<file path="config.mk">
export PLATFORM = sky130hd
export DESIGN_NAME = bps_seq
export DESIGN_NICKNAME = d
export VERILOG_FILES = /design/src/hw/bps_pkg.sv /design/src/hw/bps_sync.sv /design/src/hw/bps_tick.sv /design/src/hw/bps_seq.sv
export SDC_FILE = /design/constraint.sdc
export NUM_CORES = 1
export LEC_CHECK = 0
export ABC_AREA = 1
export BUFFER_PORTS_ARGS = -buffer_cell sky130_fd_sc_hd__buf_2
export CORE_UTILIZATION = 59
export CTS_CLUSTER_DIAMETER = 200
export CTS_CLUSTER_SIZE = 8
export DETAILED_ROUTE_END_ITERATION = 10
export PLACE_DENSITY = 0.81
export SKIP_LAST_GASP = 1
export SLEW_MARGIN = 10
export SYNTH_ARGS = -nofsm -noshare
export SYNTH_HDL_FRONTEND = slang
export SYNTH_HIERARCHICAL = 1
export SYNTH_SLANG_ARGS = --single-unit
</file>
<file path="constraint.sdc">
create_clock -name aclk -period 2.15 [get_ports aclk]
set_input_delay 0.1075 -clock aclk [delete_from_list [all_inputs] [get_ports aclk]]
set_output_delay 0.1075 -clock aclk [all_outputs]
set_load 0.01 [all_outputs]
</file>
<file path="src/hw/bps_pkg.sv">
// Constants, register map and state type of the power-mode sequencer
package bps_pkg;
	// Measurement cadence in active mode, and the clock rate
	localparam int unsigned CLK_KHZ = 125000;
	localparam int unsigned MEAS_PERIOD_MS = 1000;
	localparam int unsigned SEC_CYCLES = MEAS_PERIOD_MS * CLK_KHZ;
	localparam int SEC_W = 27;
	// Cadence dividers (in measurement periods) for active, standby and ship modes
	localparam logic [3:0] DIV_ACTIVE = 4'h1;
	localparam logic [3:0] DIV_STANDBY = 4'h4;
	localparam logic [3:0] DIV_SHIP = 4'h8;
	// Register byte addresses
	localparam int ADDR_W = 8;
	localparam logic [7:0] REG_CTRL = 8'h00;
	localparam logic [7:0] REG_SHIP_CMD = 8'h04;
	localparam logic [7:0] REG_UV_TH = 8'h08;
	localparam logic [7:0] REG_RECOV_TH = 8'h0C;
	localparam logic [7:0] REG_IDLE_TIME = 8'h10;
	localparam logic [7:0] REG_STATE = 8'h14;
	localparam logic [7:0] REG_IRQ_STAT = 8'h18;
	localparam logic [7:0] REG_IRQ_MASK = 8'h1C;
	// Control fields: external input polarity (1 = active high), enable
	localparam int CTRL_POL_LSB = 0;
	localparam int CTRL_EXT_EN_BIT = 2;
	localparam logic [2:0] CTRL_RST = 3'h7;
	// Key that arms ship entry
	localparam logic [31:0] SHIP_KEY = 32'h5A5A0001;
	// Thresholds in millivolts, and idle time in seconds
	localparam logic [15:0] UV_TH_MAX_MV = 16'h0A8B;
	localparam logic [15:0] UV_TH_RST = 16'h09C4;
	localparam logic [15:0] RECOV_TH_RST = 16'h0A8C;
	localparam logic [15:0] IDLE_TIME_RST = 16'h003C;
	// Interrupt status bits
	localparam int IRQ_W = 4;
	localparam int IRQ_STATE = 0;
	localparam int IRQ_TRIP = 1;
	localparam int IRQ_FUSE = 2;
	localparam int IRQ_UV = 3;
	// Bus responses
	localparam logic [1:0] RESP_OKAY = 2'h0;
	localparam logic [1:0] RESP_SLVERR = 2'h2;
	typedef enum logic [1:0] {
		ST_ACTIVE,
		ST_STANDBY,
		ST_SHIP,
		ST_UV
	} bps_state_t;
endpackage

</file>
<file path="src/hw/bps_sync.sv">
// Two-flop synchroniser, one stage pair per bit
module bps_sync #(
	parameter int W = 1
) (
	input wire logic aclk,
	input wire logic aresetn,
	input wire logic [W-1:0] d,
	output logic [W-1:0] q
);
	logic [W-1:0] meta_r;

	genvar i;
	generate
		for (i = 0; i < W; i++) begin : g_bit
			always_ff @(posedge aclk) begin
				if (!aresetn) begin
					meta_r[i] <= 1'b0;
					q[i] <= 1'b0;
				end else begin
					meta_r[i] <= d[i];
					q[i] <= meta_r[i];
				end
			end
		end
	endgenerate
endmodule // bps_sync

</file>
<file path="src/hw/bps_tick.sv">
// Second timer and measurement-cycle divider
module bps_tick
	import bps_pkg::*;
#(
	parameter int unsigned SEC_CYC = SEC_CYCLES
) (
	input wire logic aclk,
	input wire logic aresetn,
	input wire logic [3:0] div,
	output logic sec_tick,
	output logic meas_tick
);
	logic [SEC_W-1:0] cyc_r;
	logic [3:0] per_r;
	logic sec_end;

	assign sec_end = (cyc_r == SEC_W'(SEC_CYC - 1));

	always_ff @(posedge aclk) begin
		if (!aresetn) begin
			cyc_r <= '0;
			sec_tick <= 1'b0;
		end else begin
			cyc_r <= sec_end ? '0 : cyc_r + 1'b1;
			sec_tick <= sec_end;
		end
	end

	// Slower modes repeat the cycle every div seconds
	always_ff @(posedge aclk) begin
		if (!aresetn) begin
			per_r <= 4'h0;
			meas_tick <= 1'b0;
		end else begin
			meas_tick <= 1'b0;
			if (sec_end) begin
				if (per_r + 4'h1 >= div) begin
					per_r <= 4'h0;
					meas_tick <= 1'b1;
				end else begin
					per_r <= per_r + 4'h1;
				end
			end
		end
	end
endmodule // bps_tick

</file>
<file path="src/hw/bps_seq.sv">
// Power-mode and protection-switch sequencer with AXI4-Lite registers
module bps_seq
	import bps_pkg::*;
#(
	parameter int unsigned SEC_CYC = SEC_CYCLES
) (
	input wire logic aclk,
	input wire logic aresetn,
	input wire logic [ADDR_W-1:0] s_axi_awaddr,
	input wire logic s_axi_awvalid,
	output logic s_axi_awready,
	input wire logic [31:0] s_axi_wdata,
	input wire logic [3:0] s_axi_wstrb,
	input wire logic s_axi_wvalid,
	output logic s_axi_wready,
	output logic [1:0] s_axi_bresp,
	output logic s_axi_bvalid,
	input wire logic s_axi_bready,
	input wire logic [ADDR_W-1:0] s_axi_araddr,
	input wire logic s_axi_arvalid,
	output logic s_axi_arready,
	output logic [31:0] s_axi_rdata,
	output logic [1:0] s_axi_rresp,
	output logic s_axi_rvalid,
	input wire logic s_axi_rready,
	input wire logic bus_clk_line,
	input wire logic bus_data_line,
	input wire logic [1:0] ext_switch_ctrl_in,
	input wire logic charger_present,
	input wire logic load_active,
	input wire logic [15:0] cell_min_mv,
	input wire logic fault_cell_volt,
	input wire logic fault_over_current,
	input wire logic fault_short,
	input wire logic fault_temp,
	input wire logic serious_fault,
	output logic chg_en,
	output logic dsg_en,
	output logic pre_en,
	output logic fuse_drive,
	output logic safety_en,
	output logic ocp_en,
	output logic meas_start,
	output logic flash_log_req,
	output logic [1:0] power_state,
	output logic irq
);
	bps_state_t state_r, state_nxt;
	logic [2:0] ctrl_r;
	logic [15:0] uv_th_r, recov_th_r, idle_time_r, idle_cnt_r;
	logic [IRQ_W-1:0] irq_stat_r, irq_mask_r, irq_ev;
	logic ship_armed_r, trip_prev_r, sec_tick, meas_tick, fault_any;
	logic [1:0] line_s, ext_s, ext_act;
	logic [3:0] div, ws_q_r;
	logic aw_got_r, w_got_r, wr_fire, wr_hit;
	logic [ADDR_W-1:0] aw_q_r;
	logic [31:0] w_q_r, rd_mux, wr_old, wr_val;
	bps_sync #(.W(4)) u_sync (
		.aclk(aclk),
		.aresetn(aresetn),
		.d({ext_switch_ctrl_in, bus_data_line, bus_clk_line}),
		.q({ext_s, line_s})
	);
	assign div = (state_r == ST_STANDBY) ? DIV_STANDBY :
		(state_r == ST_SHIP) ? DIV_SHIP : DIV_ACTIVE;
	bps_tick #(.SEC_CYC(SEC_CYC)) u_tick (
		.aclk(aclk),
		.aresetn(aresetn),
		.div(div),
		.sec_tick(sec_tick),
		.meas_tick(meas_tick)
	);
	// Present value of the addressed register, and whether it is writable
	always_comb begin
		wr_hit = 1'b1;
		case (aw_q_r)
			REG_CTRL: wr_old = {29'h0, ctrl_r};
			REG_UV_TH: wr_old = {16'h0, uv_th_r};
			REG_RECOV_TH: wr_old = {16'h0, recov_th_r};
			REG_IDLE_TIME: wr_old = {16'h0, idle_time_r};
			REG_IRQ_MASK: wr_old = {28'h0, irq_mask_r};
			REG_SHIP_CMD, REG_IRQ_STAT: wr_old = 32'h0;
			default: begin
				wr_old = 32'h0;
				wr_hit = 1'b0;
			end
		endcase
	end
	for (genvar b = 0; b < 4; b++) begin : g_lane
		assign wr_val[8*b +: 8] = ws_q_r[b] ? w_q_r[8*b +: 8] : wr_old[8*b +: 8];
	end
	// Write channel: address and data taken in either order
	assign wr_fire = aw_got_r && w_got_r && !s_axi_bvalid;
	always_ff @(posedge aclk) begin
		if (!aresetn) begin
			s_axi_awready <= 1'b1;
			s_axi_wready <= 1'b1;
			aw_got_r <= 1'b0;
			w_got_r <= 1'b0;
			aw_q_r <= '0;
			w_q_r <= '0;
			ws_q_r <= 4'h0;
			s_axi_bvalid <= 1'b0;
			s_axi_bresp <= RESP_OKAY;
		end else begin
			if (s_axi_awvalid && s_axi_awready) begin
				aw_q_r <= s_axi_awaddr;
				aw_got_r <= 1'b1;
				s_axi_awready <= 1'b0;
			end
			if (s_axi_wvalid && s_axi_wready) begin
				w_q_r <= s_axi_wdata;
				ws_q_r <= s_axi_wstrb;
				w_got_r <= 1'b1;
				s_axi_wready <= 1'b0;
			end
			if (wr_fire) begin
				s_axi_bvalid <= 1'b1;
				s_axi_bresp <= wr_hit ? RESP_OKAY : RESP_SLVERR;
				aw_got_r <= 1'b0;
				w_got_r <= 1'b0;
			end
			if (s_axi_bvalid && s_axi_bready) begin
				s_axi_bvalid <= 1'b0;
				s_axi_awready <= 1'b1;
				s_axi_wready <= 1'b1;
			end
		end
	end
	// Software-written configuration
	always_ff @(posedge aclk) begin
		if (!aresetn) begin
			ctrl_r <= CTRL_RST;
			uv_th_r <= UV_TH_RST;
			recov_th_r <= RECOV_TH_RST;
			idle_time_r <= IDLE_TIME_RST;
			irq_mask_r <= '0;
		end else if (wr_fire) begin
			case (aw_q_r)
				REG_CTRL: ctrl_r <= wr_val[2:0];
				REG_UV_TH: uv_th_r <= (wr_val[15:0] > UV_TH_MAX_MV) ?
					UV_TH_MAX_MV : wr_val[15:0];
				REG_RECOV_TH: recov_th_r <= wr_val[15:0];
				REG_IDLE_TIME: idle_time_r <= wr_val[15:0];
				REG_IRQ_MASK: irq_mask_r <= wr_val[IRQ_W-1:0];
				default: ;
			endcase
		end
	end
	// Read channel
	always_comb begin
		case (s_axi_araddr)
			REG_CTRL: rd_mux = {29'h0, ctrl_r};
			REG_UV_TH: rd_mux = {16'h0, uv_th_r};
			REG_RECOV_TH: rd_mux = {16'h0, recov_th_r};
			REG_IDLE_TIME: rd_mux = {16'h0, idle_time_r};
			REG_STATE: rd_mux = {28'h0, fuse_drive, ship_armed_r,
				state_r};
			REG_IRQ_STAT: rd_mux = {28'h0, irq_stat_r};
			REG_IRQ_MASK: rd_mux = {28'h0, irq_mask_r};
			default: rd_mux = 32'h0;
		endcase
	end
	always_ff @(posedge aclk) begin
		if (!aresetn) begin
			s_axi_arready <= 1'b1;
			s_axi_rvalid <= 1'b0;
			s_axi_rdata <= 32'h0;
			s_axi_rresp <= RESP_OKAY;
		end else if (s_axi_arvalid && s_axi_arready) begin
			s_axi_arready <= 1'b0;
			s_axi_rvalid <= 1'b1;
			s_axi_rdata <= rd_mux;
			s_axi_rresp <= (s_axi_araddr == REG_SHIP_CMD ||
				s_axi_araddr > REG_IRQ_MASK ||
				s_axi_araddr[1:0] != 2'h0) ? RESP_SLVERR : RESP_OKAY;
		end else if (s_axi_rvalid && s_axi_rready) begin
			s_axi_rvalid <= 1'b0;
			s_axi_arready <= 1'b1;
		end
	end
	// Protected command arms ship entry; any other value disarms
	always_ff @(posedge aclk) begin
		if (!aresetn) begin
			ship_armed_r <= 1'b0;
		end else if (state_r == ST_SHIP || state_r == ST_UV) begin
			ship_armed_r <= 1'b0;
		end else if (wr_fire && aw_q_r == REG_SHIP_CMD) begin
			ship_armed_r <= (w_q_r == SHIP_KEY) && (ws_q_r == 4'hF);
		end
	end
	// Seconds without load in active mode
	always_ff @(posedge aclk) begin
		if (!aresetn) begin
			idle_cnt_r <= 16'h0;
		end else if (state_r != ST_ACTIVE || load_active) begin
			idle_cnt_r <= 16'h0;
		end else if (sec_tick && idle_cnt_r != 16'hFFFF) begin
			idle_cnt_r <= idle_cnt_r + 16'h1;
		end
	end
	always_comb begin
		state_nxt = state_r;
		case (state_r)
			ST_ACTIVE, ST_STANDBY: begin
				if (cell_min_mv < uv_th_r) begin
					state_nxt = ST_UV;
				end else if (ship_armed_r && !line_s[0] && !line_s[1]) begin
					state_nxt = ST_SHIP;
				end else if (state_r == ST_ACTIVE) begin
					if (!load_active && idle_cnt_r >= idle_time_r) begin
						state_nxt = ST_STANDBY;
					end
				end else if (load_active) begin
					state_nxt = ST_ACTIVE;
				end
			end
			ST_SHIP: begin
				if (line_s[0] || line_s[1]) begin
					state_nxt = ST_ACTIVE;
				end
			end
			ST_UV: begin
				if (cell_min_mv > recov_th_r) begin
					state_nxt = ST_ACTIVE;
				end
			end
			default: state_nxt = ST_ACTIVE;
		endcase
	end
	always_ff @(posedge aclk) begin
		if (!aresetn) begin
			state_r <= ST_ACTIVE;
		end else begin
			state_r <= state_nxt;
		end
	end
	// External inputs, after polarity, force a switch open
	assign ext_act = ctrl_r[CTRL_EXT_EN_BIT] ?
		~(ext_s ^ ctrl_r[CTRL_POL_LSB +: 2]) : 2'b00;
	assign fault_any = fault_cell_volt | fault_over_current |
		fault_short | fault_temp;
	// Switch drive decided from the next state
	always_ff @(posedge aclk) begin
		if (!aresetn) begin
			chg_en <= 1'b0;
			dsg_en <= 1'b0;
			pre_en <= 1'b0;
			safety_en <= 1'b0;
			ocp_en <= 1'b0;
			power_state <= 2'h0;
		end else begin
			power_state <= state_nxt;
			case (state_nxt)
				ST_ACTIVE, ST_STANDBY: begin
					chg_en <= !fault_any && !ext_act[0];
					dsg_en <= !fault_any && !ext_act[1];
					pre_en <= !fault_any && !ext_act[0];
					safety_en <= 1'b1;
					ocp_en <= 1'b1;
				end
				ST_UV: begin
					chg_en <= 1'b0;
					dsg_en <= 1'b0;
					pre_en <= charger_present;
					safety_en <= 1'b0;
					ocp_en <= 1'b0;
				end
				default: begin
					chg_en <= 1'b0;
					dsg_en <= 1'b0;
					pre_en <= 1'b0;
					safety_en <= 1'b0;
					ocp_en <= 1'b0;
				end
			endcase
		end
	end
	// Fuse latches until reset, whatever the switches do
	always_ff @(posedge aclk) begin
		if (!aresetn) begin
			fuse_drive <= 1'b0;
		end else if (serious_fault) begin
			fuse_drive <= 1'b1;
		end
	end
	// Cycle start pulses and ship-mode log requests
	always_ff @(posedge aclk) begin
		if (!aresetn) begin
			meas_start <= 1'b0;
			flash_log_req <= 1'b0;
		end else begin
			meas_start <= meas_tick;
			flash_log_req <= meas_tick && state_r == ST_SHIP;
		end
	end
	// Interrupt events; a new event wins over a same-cycle clear
	assign irq_ev[IRQ_STATE] = state_nxt != state_r;
	assign irq_ev[IRQ_TRIP] = fault_any && !trip_prev_r && safety_en;
	assign irq_ev[IRQ_FUSE] = serious_fault && !fuse_drive;
	assign irq_ev[IRQ_UV] = state_nxt == ST_UV && state_r != ST_UV;
	always_ff @(posedge aclk) begin
		if (!aresetn) begin
			irq_stat_r <= '0;
			trip_prev_r <= 1'b0;
			irq <= 1'b0;
		end else begin
			trip_prev_r <= fault_any;
			if (wr_fire && aw_q_r == REG_IRQ_STAT && ws_q_r[0]) begin
				irq_stat_r <= (irq_stat_r & ~w_q_r[IRQ_W-1:0]) | irq_ev;
			end else begin
				irq_stat_r <= irq_stat_r | irq_ev;
			end
			irq <= |(irq_stat_r & irq_mask_r);
		end
	end
endmodule // bps_seq

</file>
**Word-level counts from Yosys, hierarchy flattened**

Index checks and enable logic that the tools add are counted.

- Muxes and demuxes: 28
- Reductions and logical operators: 59
- Bitwise logic cells: 11
- Eq/ne operators: 24
- Add/subtract/negate cells: 3
- Magnitude comparators: 6

Operator list:

| kind | number |
|---|---|
| 16-bit one-hot mux with 7 select lines | 1 |
| 16-bit one-hot mux with 5 select lines | 1 |
| 8-bit by 5-bit equality test with 1-bit output (second input constant) | 7 |
| 32-bit by 31-bit equality test with 1-bit output (second input constant) | 1 |
| 8-bit by 4-bit equality test with 1-bit output (second input constant) | 4 |
| 27-bit by 1-bit adder with 27-bit output (second input constant) | 1 |
| 27-bit equality test (second input constant) | 1 |
| 1-bit logical AND | 22 |
| 2-bit two-way mux | 10 |
| 16-bit by 1-bit adder with 16-bit output (second input constant) | 1 |
| 8-bit by 3-bit equality test with 1-bit output (second input constant) | 2 |
| 16-bit >= comparator | 1 |
| 16-bit by 12-bit greater-than comparator with 1-bit output (second input constant) | 1 |
| 16-bit greater-than comparator | 1 |
| 8-bit logical NOT | 2 |
| 16-bit less-than comparator | 1 |
| 16-bit two-way mux | 1 |
| 4-bit two-way mux | 4 |
| 8-bit two-way mux | 2 |
| 16-bit != test (second input constant) | 1 |
| 2-bit AND reduction | 7 |
| 2-bit OR reduction | 7 |
| 1-bit logical NOT | 9 |
| 4-bit AND | 2 |
| 22 further kinds | 41 |

- Register bits after elaboration: 215
- Output and inout bits: 52

**Longest topological paths before layout**

- Depth in word-level cells: 11
- Gate-level depth with buffers: 20

**Cells and area by module**

The synthesis kept the hierarchy.

Modules (own cells, without submodules):

| module | times used | cells each | seq. area each (um^2) | area an instance (um^2) |
|---|---|---|---|---|
| bps_seq | 1 | 1215 | 3123.0 | 8443.1 |
| bps_tick | 1 | 290 | 660.6 | 2005.7 |
| bps_sync | 1 | 25 | 160.2 | 225.2 |

**Least setup slack after synthesis**

OpenSTA, ideal clock, no wires.

- Kind: register -> register
- From: register recov_th_r[15]
- To: register pre_en
- Path buffers: 0
- Clock period less this slack: 1892 ps
- Path slack: 258 ps
- Setup time: 60 ps
- Arrival time: 1832 ps
- Data required time: 2090 ps
- Stages on the path, launching flop included: 13
- Path through: dfxtp_1 > inv_1 > ha_1 > nand2_1 > nor4_1 > nand2_1 > nand2_1 > a21oi_1 > a21oi_1 > nand2_1 > nor2_1 > nand3_1 > nand2_1

- Word-level cells in the longest chain between the ends: 6
- Elaborated cells on any way between the ends: 8

Ends and longest elaborated chain:

| what | line | text |
|---|---|---|
| start: declaration | bps_seq.sv:50 | `logic [15:0] uv_th_r, recov_th_r, idle_time_r, idle_cnt_r;` |
| start signal: assignment | bps_seq.sv:143 | `REG_RECOV_TH: recov_th_r <= wr_val[15:0];` |
| 16-bit greater-than comparator * | bps_seq.sv:224 | `if (cell_min_mv > recov_th_r) begin` |
| 2-bit two-way mux * | bps_seq.sv:224 |  |
| 2-bit one-hot mux with 3 select lines * | bps_seq.sv:204 | `case (state_r)` |
| 2-bit by 1-bit equality test with 1-bit output / 2-bit logical NOT (equally long branches) | bps_seq.sv:254 | `case (state_nxt)` |
| 2-bit OR reduction | bps_seq.sv:254 |  |
| 1-bit one-hot mux with 2 select lines * | bps_seq.sv:254 |  |
| end signal: assignment | bps_seq.sv:258 | `pre_en <= !fault_any && !ext_act[0];` |
| end signal: assignment | bps_seq.sv:265 | `pre_en <= charger_present;` |
| end: declaration | bps_seq.sv:39 | `output logic pre_en,` |

Mark *: on every way between the ends. The rest lies on a longest branch, timed or not.
A chain may end at the register's enable or synchronous reset.

**Worst setup path in the final report**

- From: register aw_q_r[4]
- To: register recov_th_r[5]

- Word-level cells in the longest chain between the ends: 3
- Elaborated cells on any way between the ends: 8

Ends and longest elaborated chain:

| what | line | text |
|---|---|---|
| start: declaration | bps_seq.sv:56 | `logic [ADDR_W-1:0] aw_q_r;` |
| start signal: assignment | bps_seq.sv:107 | `aw_q_r <= s_axi_awaddr;` |
| 8-bit by 5-bit equality test with 1-bit output, or another cell as far along | bps_seq.sv:76 | `case (aw_q_r)` |
| 16-bit one-hot mux with 5 select lines | bps_seq.sv:76 |  |
| 8-bit two-way mux | bps_seq.sv:90 | `assign wr_val[8*b +: 8] = ws_q_r[b] ? w_q_r[8*b +: 8] : wr_old[8*b +: 8];` |

Parallel ways exist; a longest one is shown, timed or not.

==> metrics.txt <==
P_leak between 6 and 7 nW; final wirelength approximately 34,000 µm; Clock Tree Buf Depth 2; Synth area leaders dfxtp_1 37%, nand2_1 11%, inv_1 7.1%; share of the synthesized area in the top cell type a little under two fifths; Worst-Margin Slew ~0.79 ns; CP Data Arrival Time between 2 and 3 ns; Slowest-stage cell, CP dfxtp_4; Max Fanout on Critical Path 22; RSZ-0062 raised after global routing yes; Finished Layout Cells 1,994; initial antenna violation count 0; Total Routing Usage GR 35.0%; Final setup viols 4; Max Freq ~460 MHz; P_int roughly 6 mW; Seq pwr share about 47%; share of layout cells above drive strength 1 between 20% and 30%; top_reg_cell synth dfxtp_1; Yosys reg bits ~200; Cells after Synth 1,530; RePlAce Congestion ~0.99; Clock transition at path regs about 0.070 ns; DRC 0; Hold Vio Cnt, Final 0; Power Density ~600 nW/µm²; ant diodes 0; Overflow after GRT 0; drt first pass iters 6; net switching power ~2.4 mW; r2r startpoint aw_q_r[4]$_SDFFE_PN0P_; CP Class flip-flop to flip-flop; setup TNS -0.0987 ns; CP delay by family, top buffers and inverters; Post-Syn Area per Cell about 7 µm²; routed length per instance 16.8 µm; placed cells ~1,900; Worst R2R Path Depth 11; slowest stage delay, CP around 0.37 ns; Final Slew Violations 0; R2R Path End recov_th_r[5]$_SDFFE_PN0P_; # rows 48; Ports between 100 and 150; vias in the first global route between 10,000 and 15,000; DRT antenna net count 0; global-route wire length before repair 50,100 µm; Seq/Total Area, Yosys a little under two fifths; die area between 15,000 and 20,000 µm²; WP data required 2.53 ns; Critical Path Most Common Cell inv_1; total CTS buffers 17; synthesized area about 11,000 µm²; distinct cell type count after synthesis 53; IO Port Bufs between 100 and 150; layout net count 1,900; Setup crit end recov_th_r[5]$_SDFFE_PN0P_; Yosys top cell by area dfxtp_1; total core area 17,500 µm²; Synth Warn # 6; Hold Crit Class input pin to flip-flop; Worst Setup End Kind flip-flop; starting DRC count in detailed routing 1,322; final worst slack -0.0430 ns; Setup crit start kind flip-flop; Max VDD drop approximately 0.00058 V; Clk Latency, worst-skew pair 0.45 ns; CTS tree done; crit path launch aw_q_r[4]$_SDFFE_PN0P_; via count 11,300; clk sink count between 150 and 200; max cap viols 0; fin crit share 102%; root buffer cell clkbuf_16; chip height ~140 µm; width of the die around 140 µm; Initial Util between 60% and 70%; sw frac 29.1%; worst path bufs/invs 5; crit-path cells nor2_2, nand2_4, nor2_4, buf_12, buf_8, inv_1, nor2_1, inv_1, a21oi_1, o21ai_0, inv_1; DR vias/cell 5.67; H-tree Lvls 4; area grow syn2layout 25.3%; power share of the combinational group between 10% and 20%; Clock Power Share roughly two fifths; status finished with violations; Max-slew headroom a little under half; dpl hpwl 22,400 µm; largest net degree at the start of global routing 73; number of flops mapped to enable cells by yosys 0; failing checks negative setup slack; Hold Slack roughly 0.015 ns; post-layout min period ~2.2 ns; Crit path depth 11; Reg2Reg Setup Slack -0.04 ns; Worst Skew approximately 0.018 ns; Async S/R FF share, synth 0%
-- area by class of cell --
cell class / count / area (µm²)
tap: 225 / 282
multi-input combinational: 1081 / 5960
clock inverter: 14 / 131
clock buffer: 18 / 439
fill: 1279 / 4110
inverter: 207 / 779
timing repair buffer: 252 / 1810
sequential: 197 / 3970
-- timing repair --
| item | 4_1_cts | 5_1_grt |
|---|---|---|
| hold endpoints to repair | 57 | 0 |
| gates resized for setup | 22 | 84 |
| hold buffers | 55 | 0 |
| cloned | 0 | 1 |
| buffers inserted | 1 | 13 |
| setup endpoints to repair | 5 | 29 |
| pin swaps | 5 | 36 |
-- power by group through the flow --
| stage | Clock [mW] | Combinational [mW] | Sequential (mW) |
|---|---|---|---|
| after floorplan | 0 | 0.648 | 3.94 |
| after global placement | 0 | 0.965 | 3.94 |
| after detailed placement | 0 | 0.990 | 3.94 |
| after CTS | 3.14 | 1.08 | 3.86 |
| after global routing | 3.29 | 1.34 | 3.88 |
| final | 3.13 | 1.22 | 3.87 |
-- sequential cells by signal, indices dropped and copies added (netlist names), 8 cells and up --
signal / cells
w_q_r: 32
idle_time_r: 16
uv_th_r: 16
u_tick/cyc_r: 27
recov_th_r: 16
s_axi_rdata: 16
aw_q_r: 8
idle_cnt_r: 16
-- cells by family after synthesis --
family,after synthesis,synth area share (%)
other cells,1,0.0351
fa+ha+maj,58,6.80
compound gates,328,16.8
xor+xnor,17,1.39
simple gates,658,27.3
flops,197,36.9
buf+inv,271,10.8
-- worst reg2reg max path: stages, from the launching register on --
cell     delay [ns]
dfxtp_4        0.37
nor2_2         0.15
nand2_4        0.11
nor2_4         0.11
buf_12         0.14
buf_8          0.13
inv_1          0.06
nor2_1         0.11
inv_1          0.33
a21oi_1        0.34
o21ai_0        0.19
inv_1          0.09
-- metrics by stage --
stage	worst slack, ns	utilization, %	cell area (µm²)	power (mW)
floorplan	0.258	-	10700	4.59
global placement	-0.0395	67.4	11800	4.90
detailed placement	-0.119	67.4	11800	4.93
CTS	0.00183	74.4	13000	8.08
global route	-0.266	76.5	13400	8.51
finish	-0.0430	76.5	13400	8.22
-- cell usage in the layout (no fill, tap or decap), types with 55 or more instances in the layout --
cell type      count
buf_2            119
nor2_1           161
o21ai_0          131
dfxtp_1          178
dlygate4sd3_1     55
buf_4             71
a21oi_1          130
nand3_1           61
inv_1            189
nand2_1          296
-- worst min path at each step --
stage	start	endpoint	slack (ns)	cells after the start
after floorplan	bus_clk_line	u_sync/meta_r[0]$_SDFF_PN0_	0.21	2
after global placement	bus_data_line	u_sync/meta_r[1]$_SDFF_PN0_	0.29	3
after detailed placement	ext_switch_ctrl_in[1]	u_sync/meta_r[3]$_SDFF_PN0_	0.29	3
after CTS	s_axi_wstrb[0]	ws_q_r[0]$_SDFFE_PN0P_	0.002	3
after global routing	s_axi_wstrb[0]	ws_q_r[0]$_SDFFE_PN0P_	0.05	3
final	s_axi_wstrb[0]	ws_q_r[0]$_SDFFE_PN0P_	0.02	3
-- synth_stat cells (2+ instances only) --
cell type / count
o21a_1: 4
o21ai_1: 5
o211ai_1: 4
nand2_1: 314
or2_2: 2
a21oi_2: 13
nor4_1: 5
nor2_1: 167
nor3b_1: 2
ha_1: 58
a21boi_1: 2
nand3b_1: 9
xor2_1: 10
nand3_1: 71
o22ai_1: 16
dfxtp_1: 197
nand4_1: 15
buf_2: 4
buf_6: 3
inv_1: 203
buf_12: 2
nand2_2: 14
nor2_4: 7
a31oi_1: 3
nor2_2: 19
o21ai_0: 133
clkbuf_1: 32
buf_1: 4
nand2_4: 2
buf_4: 19
xnor2_1: 7
o31ai_1: 3
nor3_1: 21
or4_1: 2
inv_2: 3
o21bai_1: 3
o221ai_1: 4
a21oi_1: 133
-- layer usage --
metal / GRT usage (%) / routed length, µm / part of all wire (%)
met1: 42.3 / 12800 / 38
met2: 57.2 / 15700 / 47
met3: 7.81 / 3040 / 9.1
met4: 20.0 / 1900 / 5.7
met5: 0 / 0 / 0
Note: power is estimated with default switching activity, not from simulation.
